[config.mk]
export PLATFORM = sky130hd
export DESIGN_NAME = fsp_serial_port
export DESIGN_NICKNAME = d
export VERILOG_FILES = /design/src/shared/fsp_pkg.sv /design/src/hdl/fsp_fifo.sv /design/src/hdl/fsp_rx.sv /design/src/hdl/fsp_serial_port.sv
export SDC_FILE = /design/constraint.sdc
export NUM_CORES = 1
export LEC_CHECK = 0
export BUFFER_PORTS_ARGS = -buffer_cell sky130_fd_sc_hd__buf_2
export CAP_MARGIN = 40
export CORE_MARGIN = 2
export CORE_UTILIZATION = 43
export CTS_CLUSTER_DIAMETER = 150
export CTS_CLUSTER_SIZE = 12
export DETAILED_ROUTE_END_ITERATION = 8
export MAX_ROUTING_LAYER = met4
export SETUP_SLACK_MARGIN = 0.5
export SYNTH_ARGS = -nofsm -noshare
export SYNTH_HDL_FRONTEND = slang
export SYNTH_SLANG_ARGS = --single-unit
[constraint.sdc]
create_clock -name clock -period 8.8 [get_ports clock]
set_clock_uncertainty 0.15 [all_clocks]
set_input_delay 0 -clock clock [delete_from_list [all_inputs] [get_ports clock]]
set_output_delay 0 -clock clock [all_outputs]
set_load 0.01 [all_outputs]
[src/shared/fsp_pkg.sv]
package fsp_pkg;
  // Register byte addresses, one aligned word each
  localparam logic [15:0] ADDR_CTRL    = 16'hc070;
  localparam logic [15:0] ADDR_GAP     = 16'hc074;
  localparam logic [15:0] ADDR_BAUD    = 16'hc078;
  localparam logic [15:0] ADDR_TXDATA  = 16'hc07c;
  localparam logic [15:0] ADDR_RXDATA  = 16'hc080;
  localparam logic [15:0] ADDR_STATUS  = 16'hc084;
  localparam logic [15:0] ADDR_INTSTAT = 16'hc088;
  localparam logic [15:0] ADDR_INTMASK = 16'hc08c;
  localparam logic [15:0] ADDR_BLKADDR = 16'hc090;

  // Control fields
  localparam int CTRL_TX_BLOCK = 0;
  localparam int CTRL_RX_BLOCK = 1;
  localparam int CTRL_HS_EN    = 2;
  localparam int CTRL_W        = 3;
  localparam logic [2:0] CTRL_RESET = 3'h0;

  // Status fields
  localparam int STAT_RX_READY = 0;
  localparam int STAT_TX_BUSY  = 1;
  localparam int STAT_TX_FULL  = 2;

  // Interrupt status and mask fields
  localparam int INT_RX_BYTE  = 0;
  localparam int INT_TX_DONE  = 1;
  localparam int INT_FRAME    = 2;
  localparam int INT_OVERFLOW = 3;
  localparam int INT_W        = 4;
  localparam logic [3:0] INT_RESET = 4'h0;

  // Gap, baud and block address settings
  localparam logic [15:0] GAP_RESET    = 16'h000b;
  localparam logic [15:0] GAP_OVERHEAD = 16'h0009;
  localparam logic [15:0] BAUD_RESET   = 16'h0068;
  localparam logic [15:0] BLK_RESET    = 16'h0000;

  // Frame and buffer shape
  localparam int DATA_BITS = 8;
  localparam int FIFO_DEPTH = 8;
  localparam int FIFO_AW = 3;

  typedef enum logic [2:0] {
    TX_IDLE  = 3'b000,
    TX_RTS   = 3'b001,
    TX_START = 3'b010,
    TX_DATA  = 3'b011,
    TX_STOP  = 3'b100
  } fsp_tx_state_t;

  typedef enum logic [1:0] {
    RX_IDLE  = 2'b00,
    RX_START = 2'b01,
    RX_DATA  = 2'b10,
    RX_STOP  = 2'b11
  } fsp_rx_state_t;
endpackage

[src/hdl/fsp_fifo.sv]
module fsp_fifo
  import fsp_pkg::*;
(
  input  wire logic       clock,
  input  wire logic       reset_n,
  input  wire logic       wrValid,
  output logic            wrReady,
  input  wire logic [7:0] wrData,
  output logic            rdValid,
  input  wire logic       rdReady,
  output logic      [7:0] rdData
);
  import fsp_pkg::*;

  logic [7:0]         mem [FIFO_DEPTH];
  logic [FIFO_AW-1:0] wrPtr_r;
  logic [FIFO_AW-1:0] rdPtr_r;
  logic [FIFO_AW:0]   count_r;
  wire                push;
  wire                pop;

  // Full and empty straight from the occupancy count
  assign wrReady = (count_r != FIFO_DEPTH[FIFO_AW:0]);
  assign rdValid = (count_r != '0);
  assign rdData  = mem[rdPtr_r];
  assign push    = wrValid && wrReady;
  assign pop     = rdValid && rdReady;

  // Storage has no reset; only pointers and the count carry state
  always_ff @(posedge clock) begin
    if (push) begin
      mem[wrPtr_r] <= wrData;
    end
  end

  // Pointer and count update
  always_ff @(posedge clock or negedge reset_n) begin
    if (!reset_n) begin
      wrPtr_r <= '0;
      rdPtr_r <= '0;
      count_r <= '0;
    end else begin
      if (push) wrPtr_r <= wrPtr_r + 1'b1;
      if (pop) rdPtr_r <= rdPtr_r + 1'b1;
      count_r <= count_r + {{FIFO_AW{1'b0}}, push} - {{FIFO_AW{1'b0}}, pop};
    end
  end
endmodule

[src/hdl/fsp_rx.sv]
module fsp_rx
  import fsp_pkg::*;
(
  input  wire logic        clock,
  input  wire logic        reset_n,
  input  wire logic        serialRxLine,
  input  wire logic [15:0] baudDivisor,
  output logic             rxValid,
  output logic       [7:0] rxData,
  output logic             frameError
);
  import fsp_pkg::*;

  fsp_rx_state_t rxState_r;
  logic          rxMeta_r;
  logic          rxSync_r;
  logic          rxPrev_r;
  logic [15:0]   cnt_r;
  logic [2:0]    bitIdx_r;
  logic [7:0]    shift_r;
  wire           bitEnd;
  wire           halfEnd;

  // Sampling mid-bit keeps a few percent of rate error inside the eye
  assign bitEnd  = (cnt_r == baudDivisor - 16'h0001);
  assign halfEnd = (cnt_r == {1'b0, baudDivisor[15:1]});

  // Line is asynchronous, so two flops before anything looks at it
  always_ff @(posedge clock or negedge reset_n) begin
    if (!reset_n) begin
      rxMeta_r <= 1'b1;
      rxSync_r <= 1'b1;
      rxPrev_r <= 1'b1;
    end else begin
      rxMeta_r <= serialRxLine;
      rxSync_r <= rxMeta_r;
      rxPrev_r <= rxSync_r;
    end
  end

  // Frame receiver, LSB arrives first, high line is a one
  always_ff @(posedge clock or negedge reset_n) begin
    if (!reset_n) begin
      rxState_r  <= RX_IDLE;
      cnt_r      <= '0;
      bitIdx_r   <= '0;
      shift_r    <= '0;
      rxValid    <= 1'b0;
      rxData     <= '0;
      frameError <= 1'b0;
    end else begin
      rxValid    <= 1'b0;
      frameError <= 1'b0;
      cnt_r      <= cnt_r + 16'h0001;
      case (rxState_r)
        RX_IDLE: begin
          cnt_r <= '0;
          if (rxPrev_r && !rxSync_r) rxState_r <= RX_START;
        end
        RX_START: begin
          if (halfEnd) begin
            cnt_r     <= '0;
            bitIdx_r  <= '0;
            rxState_r <= rxSync_r ? RX_IDLE : RX_DATA;
          end
        end
        RX_DATA: begin
          if (bitEnd) begin
            cnt_r    <= '0;
            shift_r  <= {rxSync_r, shift_r[7:1]};
            bitIdx_r <= bitIdx_r + 3'd1;
            if (bitIdx_r == 3'd7) rxState_r <= RX_STOP;
          end
        end
        RX_STOP: begin
          if (bitEnd) begin
            rxValid    <= rxSync_r;
            rxData     <= shift_r;
            frameError <= !rxSync_r;
            rxState_r  <= RX_IDLE;
          end
        end
        default: rxState_r <= RX_IDLE;
      endcase
    end
  end
endmodule

[src/hdl/fsp_serial_port.sv]
////////////////////////////////////////////////////////////////////////////////
// Notes on behaviour
// - Bit 0 of every byte is the least significant and goes first on both lines.
// - A high line level is a one data bit on transmit and receive.
// - One bit period is the programmed baud divisor in clocks, used for every bit.
// - Block transmit frames bytes as byte mode does, only the stop time differs.
// - In block transmit the stop bit lasts the gap value minus nine bit periods, or one bit period when the gap is nine or less.
// - The gap reset value gives a block stop bit of two bit periods.
// - The receiver takes asynchronous data and tolerates rate error by mid-bit sampling.
// - Byte receive puts bytes in a FIFO and the ready flag is its not-empty state.
// - Block receive writes each byte to memory instead of the FIFO.
// - With handshake on, the start bit waits while clear-to-send is low.
// - Request-to-send drops during the third data bit of the byte.
module fsp_serial_port
  import fsp_pkg::*;
(
  input  wire logic        clock,
  input  wire logic        reset_n,
  input  wire logic        psel,
  input  wire logic        penable,
  input  wire logic        pwrite,
  input  wire logic [15:0] paddr,
  input  wire logic [31:0] pwdata,
  output logic      [31:0] prdata,
  output logic             pready,
  output logic             pslverr,
  output logic             serial_tx_line,
  input  wire logic        serial_rx_line,
  input  wire logic        clear_to_send_input,
  output logic             request_to_send_output,
  output logic             rx_ready_flag,
  output logic             memWrEn,
  output logic      [15:0] memWrAddr,
  output logic      [7:0]  memWrData,
  output logic             irq
);
  import fsp_pkg::*;

  function automatic logic isMapped(input logic [15:0] a);
    isMapped = (a == ADDR_CTRL) || (a == ADDR_GAP) || (a == ADDR_BAUD) ||
               (a == ADDR_TXDATA) || (a == ADDR_RXDATA) || (a == ADDR_STATUS) ||
               (a == ADDR_INTSTAT) || (a == ADDR_INTMASK) || (a == ADDR_BLKADDR);
  endfunction

  logic [CTRL_W-1:0] ctrl_r;
  logic [15:0]       gap_r;
  logic [15:0]       baud_r;
  logic [7:0]        txHold_r;
  logic              txHoldValid_r;
  logic [INT_W-1:0]  intStat_r;
  logic [INT_W-1:0]  intMask_r;
  logic [INT_W-1:0]  intStat_nxt;
  fsp_tx_state_t     txState_r;
  logic [15:0]       baudCnt_r;
  logic [2:0]        bitIdx_r;
  logic [7:0]        txShift_r;
  logic [15:0]       stopLeft_r;
  logic              txDone_r;
  wire               rxValid;
  wire [7:0]         rxData;
  wire               frameError;
  wire               fifoWrReady;
  wire               fifoValid;
  wire [7:0]         fifoData;

  ////////////////////////////////////////////////////////////////////////////////
  // APB decode: zero wait states, read data captured in the setup cycle
  wire        setupPh  = psel && !penable;
  wire        accessPh = psel && penable;
  wire        wrAcc    = accessPh && pwrite && isMapped(paddr);
  wire        rdAcc    = accessPh && !pwrite;
  wire        wrCtrl   = wrAcc && (paddr == ADDR_CTRL);
  wire        wrGap    = wrAcc && (paddr == ADDR_GAP);
  wire        wrBaud   = wrAcc && (paddr == ADDR_BAUD);
  wire        wrTx     = wrAcc && (paddr == ADDR_TXDATA);
  wire        wrInt    = wrAcc && (paddr == ADDR_INTSTAT);
  wire        wrMask   = wrAcc && (paddr == ADDR_INTMASK);
  wire        wrBlk    = wrAcc && (paddr == ADDR_BLKADDR);
  wire        rdPop    = rdAcc && (paddr == ADDR_RXDATA);
  wire        txBlock  = ctrl_r[CTRL_TX_BLOCK];
  wire        rxBlock  = ctrl_r[CTRL_RX_BLOCK];
  wire        hsEn     = ctrl_r[CTRL_HS_EN];
  wire        txBusy   = (txState_r != TX_IDLE);
  wire [2:0]  statusW  = {txHoldValid_r, txBusy, fifoValid};
  wire [31:0] rdMux    =
      (paddr == ADDR_CTRL)    ? {29'h0, ctrl_r} :
      (paddr == ADDR_GAP)     ? {16'h0, gap_r} :
      (paddr == ADDR_BAUD)    ? {16'h0, baud_r} :
      (paddr == ADDR_RXDATA)  ? {24'h0, fifoValid ? fifoData : 8'h00} :
      (paddr == ADDR_STATUS)  ? {29'h0, statusW} :
      (paddr == ADDR_INTSTAT) ? {28'h0, intStat_r} :
      (paddr == ADDR_INTMASK) ? {28'h0, intMask_r} :
      (paddr == ADDR_BLKADDR) ? {16'h0, memWrAddr} : 32'h0;

  assign pready  = accessPh;
  assign pslverr = accessPh && !isMapped(paddr);

  // Read data is registered so it is stable through the access cycle
  always_ff @(posedge clock or negedge reset_n) begin
    if (!reset_n) prdata <= '0;
    else if (setupPh && !pwrite) prdata <= rdMux;
  end

  // Software settings
  always_ff @(posedge clock or negedge reset_n) begin
    if (!reset_n) begin
      ctrl_r    <= CTRL_RESET;
      gap_r     <= GAP_RESET;
      baud_r    <= BAUD_RESET;
      intMask_r <= INT_RESET;
    end else begin
      if (wrCtrl) ctrl_r <= pwdata[CTRL_W-1:0];
      if (wrGap) gap_r <= pwdata[15:0];
      if (wrBaud) baud_r <= (pwdata[15:0] == 16'h0) ? 16'h0001 : pwdata[15:0];
      if (wrMask) intMask_r <= pwdata[INT_W-1:0];
    end
  end

  ////////////////////////////////////////////////////////////////////////////////
  // Transmit holding register; a write while full is dropped, status shows it
  wire txLoad = (txState_r == TX_IDLE) && txHoldValid_r;

  always_ff @(posedge clock or negedge reset_n) begin
    if (!reset_n) begin
      txHold_r      <= '0;
      txHoldValid_r <= 1'b0;
    end else if (wrTx && !txHoldValid_r) begin
      txHold_r      <= pwdata[7:0];
      txHoldValid_r <= 1'b1;
    end else if (txLoad) begin
      txHoldValid_r <= 1'b0;
    end
  end

  // Stop length; a gap of nine or less would give no stop bit, so one is kept
  wire        gapOk     = (gap_r > GAP_OVERHEAD);
  wire [15:0] stopCount = (txBlock && gapOk) ? (gap_r - GAP_OVERHEAD) : 16'h0001;
  wire        bitEnd    = (baudCnt_r == baud_r - 16'h0001);
  wire        startEnd  = (txState_r == TX_START) && bitEnd;
  wire        lastData  = (txState_r == TX_DATA) && bitEnd && (bitIdx_r == 3'd7);

  // Transmit sequencer
  always_ff @(posedge clock or negedge reset_n) begin
    if (!reset_n) begin
      txState_r              <= TX_IDLE;
      baudCnt_r              <= '0;
      bitIdx_r               <= '0;
      txShift_r              <= '0;
      stopLeft_r             <= '0;
      txDone_r               <= 1'b0;
      serial_tx_line         <= 1'b1;
      request_to_send_output <= 1'b0;
    end else begin
      txDone_r  <= 1'b0;
      baudCnt_r <= bitEnd ? 16'h0000 : baudCnt_r + 16'h0001;
      case (txState_r)
        TX_IDLE: begin
          serial_tx_line <= 1'b1;
          baudCnt_r      <= '0;
          if (txLoad) begin
            txShift_r <= txHold_r;
            if (hsEn) begin
              txState_r              <= TX_RTS;
              request_to_send_output <= 1'b1;
            end else begin
              txState_r      <= TX_START;
              serial_tx_line <= 1'b0;
            end
          end
        end
        TX_RTS: begin
          baudCnt_r <= '0;
          if (clear_to_send_input) begin
            txState_r      <= TX_START;
            serial_tx_line <= 1'b0;
          end
        end
        TX_START: begin
          if (bitEnd) begin
            txState_r      <= TX_DATA;
            bitIdx_r       <= '0;
            serial_tx_line <= txShift_r[0];
          end
        end
        TX_DATA: begin
          if (bitEnd) begin
            if (bitIdx_r == 3'd1) request_to_send_output <= 1'b0;
            if (bitIdx_r == 3'd7) begin
              txState_r      <= TX_STOP;
              serial_tx_line <= 1'b1;
              stopLeft_r     <= stopCount - 16'h0001;
            end else begin
              bitIdx_r       <= bitIdx_r + 3'd1;
              txShift_r      <= {1'b0, txShift_r[7:1]};
              serial_tx_line <= txShift_r[1];
            end
          end
        end
        TX_STOP: begin
          if (bitEnd) begin
            if (stopLeft_r == 16'h0) begin
              txState_r <= TX_IDLE;
              txDone_r  <= 1'b1;
            end else begin
              stopLeft_r <= stopLeft_r - 16'h0001;
            end
          end
        end
        default: txState_r <= TX_IDLE;
      endcase
    end
  end

  ////////////////////////////////////////////////////////////////////////////////
  // Receive path and its destinations
  fsp_rx u_rx (
    .clock        (clock),
    .reset_n      (reset_n),
    .serialRxLine (serial_rx_line),
    .baudDivisor  (baud_r),
    .rxValid      (rxValid),
    .rxData       (rxData),
    .frameError   (frameError)
  );

  wire fifoPush = rxValid && !rxBlock;
  wire overflow = fifoPush && !fifoWrReady;

  fsp_fifo u_fifo (
    .clock   (clock),
    .reset_n (reset_n),
    .wrValid (fifoPush),
    .wrReady (fifoWrReady),
    .wrData  (rxData),
    .rdValid (fifoValid),
    .rdReady (rdPop),
    .rdData  (fifoData)
  );

  assign rx_ready_flag = fifoValid;

  // Block receive bypasses the FIFO and walks a memory address
  always_ff @(posedge clock or negedge reset_n) begin
    if (!reset_n) begin
      memWrEn   <= 1'b0;
      memWrData <= '0;
      memWrAddr <= BLK_RESET;
    end else begin
      memWrEn <= rxValid && rxBlock;
      if (rxValid && rxBlock) memWrData <= rxData;
      if (wrBlk) memWrAddr <= pwdata[15:0];
      else if (memWrEn) memWrAddr <= memWrAddr + 16'h0001;
    end
  end

  ////////////////////////////////////////////////////////////////////////////////
  // Sticky events; a new event beats a write-one-to-clear in the same cycle
  wire [INT_W-1:0] events = {overflow, frameError, txDone_r, rxValid};
  wire [INT_W-1:0] w1c    = wrInt ? pwdata[INT_W-1:0] : '0;

  assign intStat_nxt = (intStat_r & ~w1c) | events;
  assign irq         = |(intStat_r & intMask_r);

  always_ff @(posedge clock or negedge reset_n) begin
    if (!reset_n) intStat_r <= INT_RESET;
    else intStat_r <= intStat_nxt;
  end
endmodule

**After elaboration in Yosys (flattened, before gate mapping)**

Memories as Yosys holds them, arrays and structs flattened.
Cells that the tools add are included.

- Bits in registers: 210
- Bits in writable memories: 64
- Input bits: 55
- Output and inout bits: 63
- Memories kept: 1

Memories:

| memory | words | bits a word | read ports | clocked after Yosys merged registers in | wr ports | RTL line | source |
|---|---|---|---|---|---|---|---|
| u_fifo.mem | 8 | 8 | 1 | 0 | 1 | fsp_fifo.sv:15 | `logic [7:0] mem [FIFO_DEPTH];` |

- Add/subtract/negate cells: 13
- Order comparisons: 1
- Equality and inequality tests: 39
- Multiplexer cells: 74
- Bitwise gates (word level): 4
- Reduce and logical (&&, ||, !) cells: 64

Operator list:

| kind | number |
|---|---|
| 16-bit 2-to-1 mux | 20 |
| 16-bit equality test, second input constant | 9 |
| 16-bit by 1-bit adder with 16-bit output, second input constant | 3 |
| 16-bit case mux with 3 select lines | 1 |
| 16-bit by 1-bit subtractor with 16-bit output, second input constant | 3 |
| 3-bit 2-to-1 mux | 12 |
| 16-bit equality test | 2 |
| 16-bit logical NOT | 2 |
| 8-bit 2-to-1 mux | 4 |
| 16-bit case mux with 2 select lines | 1 |
| 1-bit logical AND | 24 |
| 1-bit 2-to-1 mux | 21 |
| 2-bit inequality test, second input constant | 9 |
| 16-bit by 15-bit equality test with 1-bit output | 1 |
| 16-bit by 4-bit > comparator with 1-bit output, second input constant | 1 |
| 8-bit case mux with 2 select lines | 1 |
| 16-bit by 4-bit subtractor with 16-bit output, second input constant | 1 |
| 3-bit case mux with 5 select lines | 1 |
| 5-bit AND reduction | 3 |
| 2-bit 2-to-1 mux | 7 |
| 2-bit by 1-bit inequality test with 1-bit output, second input constant | 7 |
| 3-bit by 1-bit adder with 3-bit output, second input constant | 4 |
| 3-bit case mux with 2 select lines | 2 |
| 4-bit AND reduction | 3 |
| 27 further kinds | 53 |

**Logic depth before layout (Yosys ltp)**

- Depth in word-level cells: 15
- Gate-level depth with buffers: 17
- Mapped depth without buffers: 14

**By module**

From an unflattened synthesis, not the netlist that was laid out.

- Cells, all modules: 1296
- Area total of the unflattened synthesis: 14244.9 sq um

By module, submodules not included:

| module | times used | cells an instance | area each (sq um) | seq. area each (sq um) |
|---|---|---|---|---|
| fsp_serial_port | 1 | 889 | 8435.6 | 3562.2 |
| fsp_fifo | 1 | 148 | 3056.7 | 2172.1 |
| fsp_rx | 1 | 259 | 2752.6 | 1054.8 |

**Least setup slack after synthesis**

No wires, ideal clock.

- Path type: register to register
- Start: register baud_r[0]
- End: register baudCnt_r[10]
- Library setup time: 121 ps
- Arrival: 3432 ps
- Required time: 8529 ps
- Setup slack: 5097 ps
- Stages on the path, launching flop included: 14
- Buffers on the path: 3
- Period minus slack after synthesis: 3703 ps
- Path through: dfrtp_1 > clkbuf_1 > inv_1 > ha_1 > nor3b_1 > a21oi_1 > or4b_2 > a2111oi_0 > nand4_1 > or2_2 > buf_2 > o21ai_1 > buf_2 > nor2_1

- Longest elaborated chain between the ends: 4

Ends and longest elaborated chain:

| element | RTL line | source |
|---|---|---|
| start: declaration | fsp_serial_port.sv:47 | `logic [15:0] baud_r;` |
| start signal: assignment | fsp_serial_port.sv:114 | `if (wrBaud) baud_r <= (pwdata[15:0] == 16'h0) ? 16'h0001 : pwdata[15:0];` |
| 16-bit by 1-bit subtractor with 16-bit output | fsp_serial_port.sv:138 | `wire bitEnd = (baudCnt_r == baud_r - 16'h0001);` |
| 16-bit equality test | fsp_serial_port.sv:138 |  |
| 16-bit 2-to-1 mux | fsp_serial_port.sv:155 | `baudCnt_r <= bitEnd ? 16'h0000 : baudCnt_r + 16'h0001;` |
| 16-bit 2-to-1 mux | fsp_serial_port.sv:156 | `case (txState_r)` |
| end signal: assignment | fsp_serial_port.sv:155 |  |
| end: declaration | fsp_serial_port.sv:54 | `logic [15:0] baudCnt_r;` |

No other way between the ends.
A chain may end at the register's enable or synchronous reset.

**Worst setup path after layout**

- Start: register baud_r[0]
- End: register txShift_r[6]

- Longest elaborated chain between the ends: 4

Ends and longest elaborated chain:

| element | RTL line | source |
|---|---|---|
| 16-bit by 1-bit subtractor with 16-bit output | fsp_serial_port.sv:138 |  |
| 16-bit equality test | fsp_serial_port.sv:138 |  |
| 2-bit inequality test (no source line) | -- |  |
| 4-bit AND reduction (no source line) | -- |  |
| end signal: assignment | fsp_serial_port.sv:161 | `txShift_r <= txHold_r;` |
| end signal: assignment | fsp_serial_port.sv:194 | `txShift_r <= {1'b0, txShift_r[7:1]};` |
| end: declaration | fsp_serial_port.sv:56 | `logic [7:0] txShift_r;` |

No other way between the ends.

==> results.yml <==
clock_tree:
  worstSkewPairLatency_ns: 0.54
  cts.clk_slew.worst_paths_ns: 0.07
  cts_max_level: 1
  cts_sinks: 258
  cts_tree: "yes"
  cts_buffers: 25
  cts_buffer_depth: 3
  clock_tree.root_cell: "clkbuf_16"
  cts_resized: 0
yosys:
  synth.avg_cell_area_sq_um: 10.6
  synth.area.top_cells: "dfrtp_1 33%, edfxtp_1 14%, mux2_2 6.9%"
  synthFlopType: "dfrtp_1"
  async_reset_ff_share_pct: 75.2
  synth_seq_cells: 258
  synth_top_cell_area_share_pct: 32.5
  synth-seq-area-share_pct: 47.9
  yosys.area.top_type: "dfrtp_1"
  synth_area_sq_um: 14200
  synth_enable_flop_cells: 64
  synth_common_cells: "184 x dfrtp_1, 119 x nand2_1, 94 x nor2_1"
  postSynthCellCount: 1340
  yosysWarnings: 0
  synth_most_common_cell: "dfrtp_1"
  synthDistinctLibCells: 87
grt:
  grt-ovfl-total: 0
  grt_pass1_vias: 10200
  grt_max_degree: 77
  antenna_found_initial: 2
  grt_pass1_wl_microns: 57600
  grt_usage_pct: 22.0
final_layout:
  nets: 1514
  utilization_pct: 49.7
  area_growth_pct: 13.8
  drive_gt1_share_pct: 18.9
sta:
  relSlewSlack_pct: 48.7
  finalCriticalPeriod_ns: 4.52
  setup_viol: 0
  hold_viol: 0
  finalMaxSlewViolations: 0
  tns_ns: 0
  rsz0062_at_grt: "no"
  tightest_slew_ns: 0.769
  fin_crit_sh_pct: 51.4
  fmax_mhz: 221
power:
  seqPwrFrac_pct: 51.2
  vdd_drop_max_uv: 227
  p_sw_share_pct: 25.7
  p_comb_share_pct: 9.6
  internal-power_uw: 1900
  leakagePower_uw: 0.00655
  powerDensity_nw_per_um2: 158
  total_power_uw: 2550
  p_switching_uw: 656
  clockPowerShare_pct: 39.3
run:
  maxCapViolCount: 0
critical_path:
  cp-end-kind: "flip-flop"
  crit_arrival_ns: 4.79
  ff2ff_setup_slack_ns: 4.28
  required_ns: 9.07
  start_kind: "flip-flop"
  crit_fanout: 7
  crit_type: "reg2reg"
detailed_routing:
  dr.pass1.iters: 5
  via_per_inst: 5.61
  drc: 0
  wl_per_cell_microns: 19.1
  routed_wl_microns: 36200
  drt-initial-drc-count: 865
  ant_nets: 0
  num_vias: 10600
worst_hold_path:
  hold_path_class: "in2reg"
die:
  num_io_pins: 118
  die-area_sq_um: 34400
  start_util_pct: 43.7
  die_y_microns: 186
  num_rows: 66
  core_area_sq_um: 32500
  die_x_microns: 186
placement:
  io_buffers: 85
  dp_hpwl_microns: 26000
  gp_congestion: 0.911
run_status:
  status: "completed"
-- critical path, stage by stage, from the launching register on --
cell       delay, ns
dfrtp_1         0.46
inv_1           0.17
ha_1            0.29
nor3b_1         0.66
o2111ai_1       0.25
nor4_1          0.23
nand4_1         0.20
nor4_1          0.52
or3b_1          0.44
o41ai_4         0.62
mux2_2          0.41
-- cells in the final DEF (no fill, tap or decap), types with 16 or more instances in the layout --
master / n
nor2_1: 93
nand3_1: 44
mux4_2: 16
and3_1: 21
buf_4: 19
dlygate4sd3_1: 33
mux2_2: 87
nand4_1: 17
ha_1: 24
o21ai_0: 72
xor2_1: 62
nor3_1: 30
nor4_1: 22
inv_1: 35
buf_2: 86
xnor2_1: 43
nand2b_1: 21
nand2_1: 119
clkbuf_16: 25
conb_1: 16
a21oi_1: 54
dfrtp_1: 184
edfxtp_1: 64
clkbuf_1: 19
-- final cells by class --
cell class                      instances  area, sq um
Antenna cell                            2         5.00
Clock buffer                           44          697
Clock inverter                          2         28.8
Fill cell                            2962        16300
Inverter                               35          131
Multi-Input combinational cell        970         6890
Sequential cell                       258         6790
Tap cell                              442          553
Timing Repair Buffer                  144         1030
-- final timing paths --
check	from	end	cells after the start
setup / recovery	baud_r[0]	txShift_r[6]	10
hold / removal	paddr[1]	intStat_r[2]	6
setup reg to reg	baud_r[0]	txShift_r[6]	10
hold reg to reg	u_rx.rxMeta_r	u_rx.rxSync_r	0
max in group asynchronous	reset_n	gap_r[3]	6
min in group asynchronous	reset_n	u_rx.rxMeta_r	3
-- cells by family after synthesis --
group	after synthesis	synth area share (%)
DFF	258	47.9
adders and majority gates	25	2.26
muxes	111	10.0
AOI/OAI and AO/OA	255	11.9
and+or+nand+nor	455	17.0
xor gates and xnor gates	108	6.97
buffers and inverters	127	3.94
other	1	0.0265
-- per-layer routing --
layer / wire length (microns) / global-route usage (%) / part of all wire, % / vias to the layer above
li1: - / - / - / 5053
met1: 16700 / 29.9 / 46 / 5243
met2: 16900 / 35.4 / 47 / 290
met3: 1680 / 2.62 / 4.6 / 60
met4: 910 / 5.43 / 2.5 / 0
met5: 0 / - / 0 / -
-- per-stage QoR --
step | instance area [sq um] | worst slack [ns] | instances | hold slack, ns
after floorplan | 14200 | 5.10 | 1355 | -0.446
after global placement | 14900 | 4.32 | 1805 | -0.0399
after detailed placement | 15000 | 4.43 | 1815 | -0.189
after CTS | 16100 | 4.39 | 1895 | 0.00672
after global routing | 16100 | 4.13 | 1897 | 0.0766
final | 16100 | 4.28 | 1897 | 0.0297
-- flip-flops by register name, indices dropped and copies added (netlist names), 16 cells and up, named ones only --
name / cells
u_fifo.mem: 64
baudCnt_r: 16
baud_r: 16
gap_r: 16
memWrAddr: 16
prdata: 16
stopLeft_r: 16
u_rx.cnt_r: 16
-- repair_timing --
item | in CTS | in global routing
setup buffers | 0 | 0
hold buffers | 34 | 0
endpoints found under the hold margin | 205 | 0
-- power by group through the flow --
stage               Sequential [uW]  Combinational [uW]  Clock, uW
floorplan                      1300                 184          0
global placement               1330                 223          0
detailed placement             1330                 231          0
CTS                            1310                 247       1030
global route                   1310                 278       1070
finish                         1310                 245       1000
No activity file was read; power rests on OpenSTA's default activity.
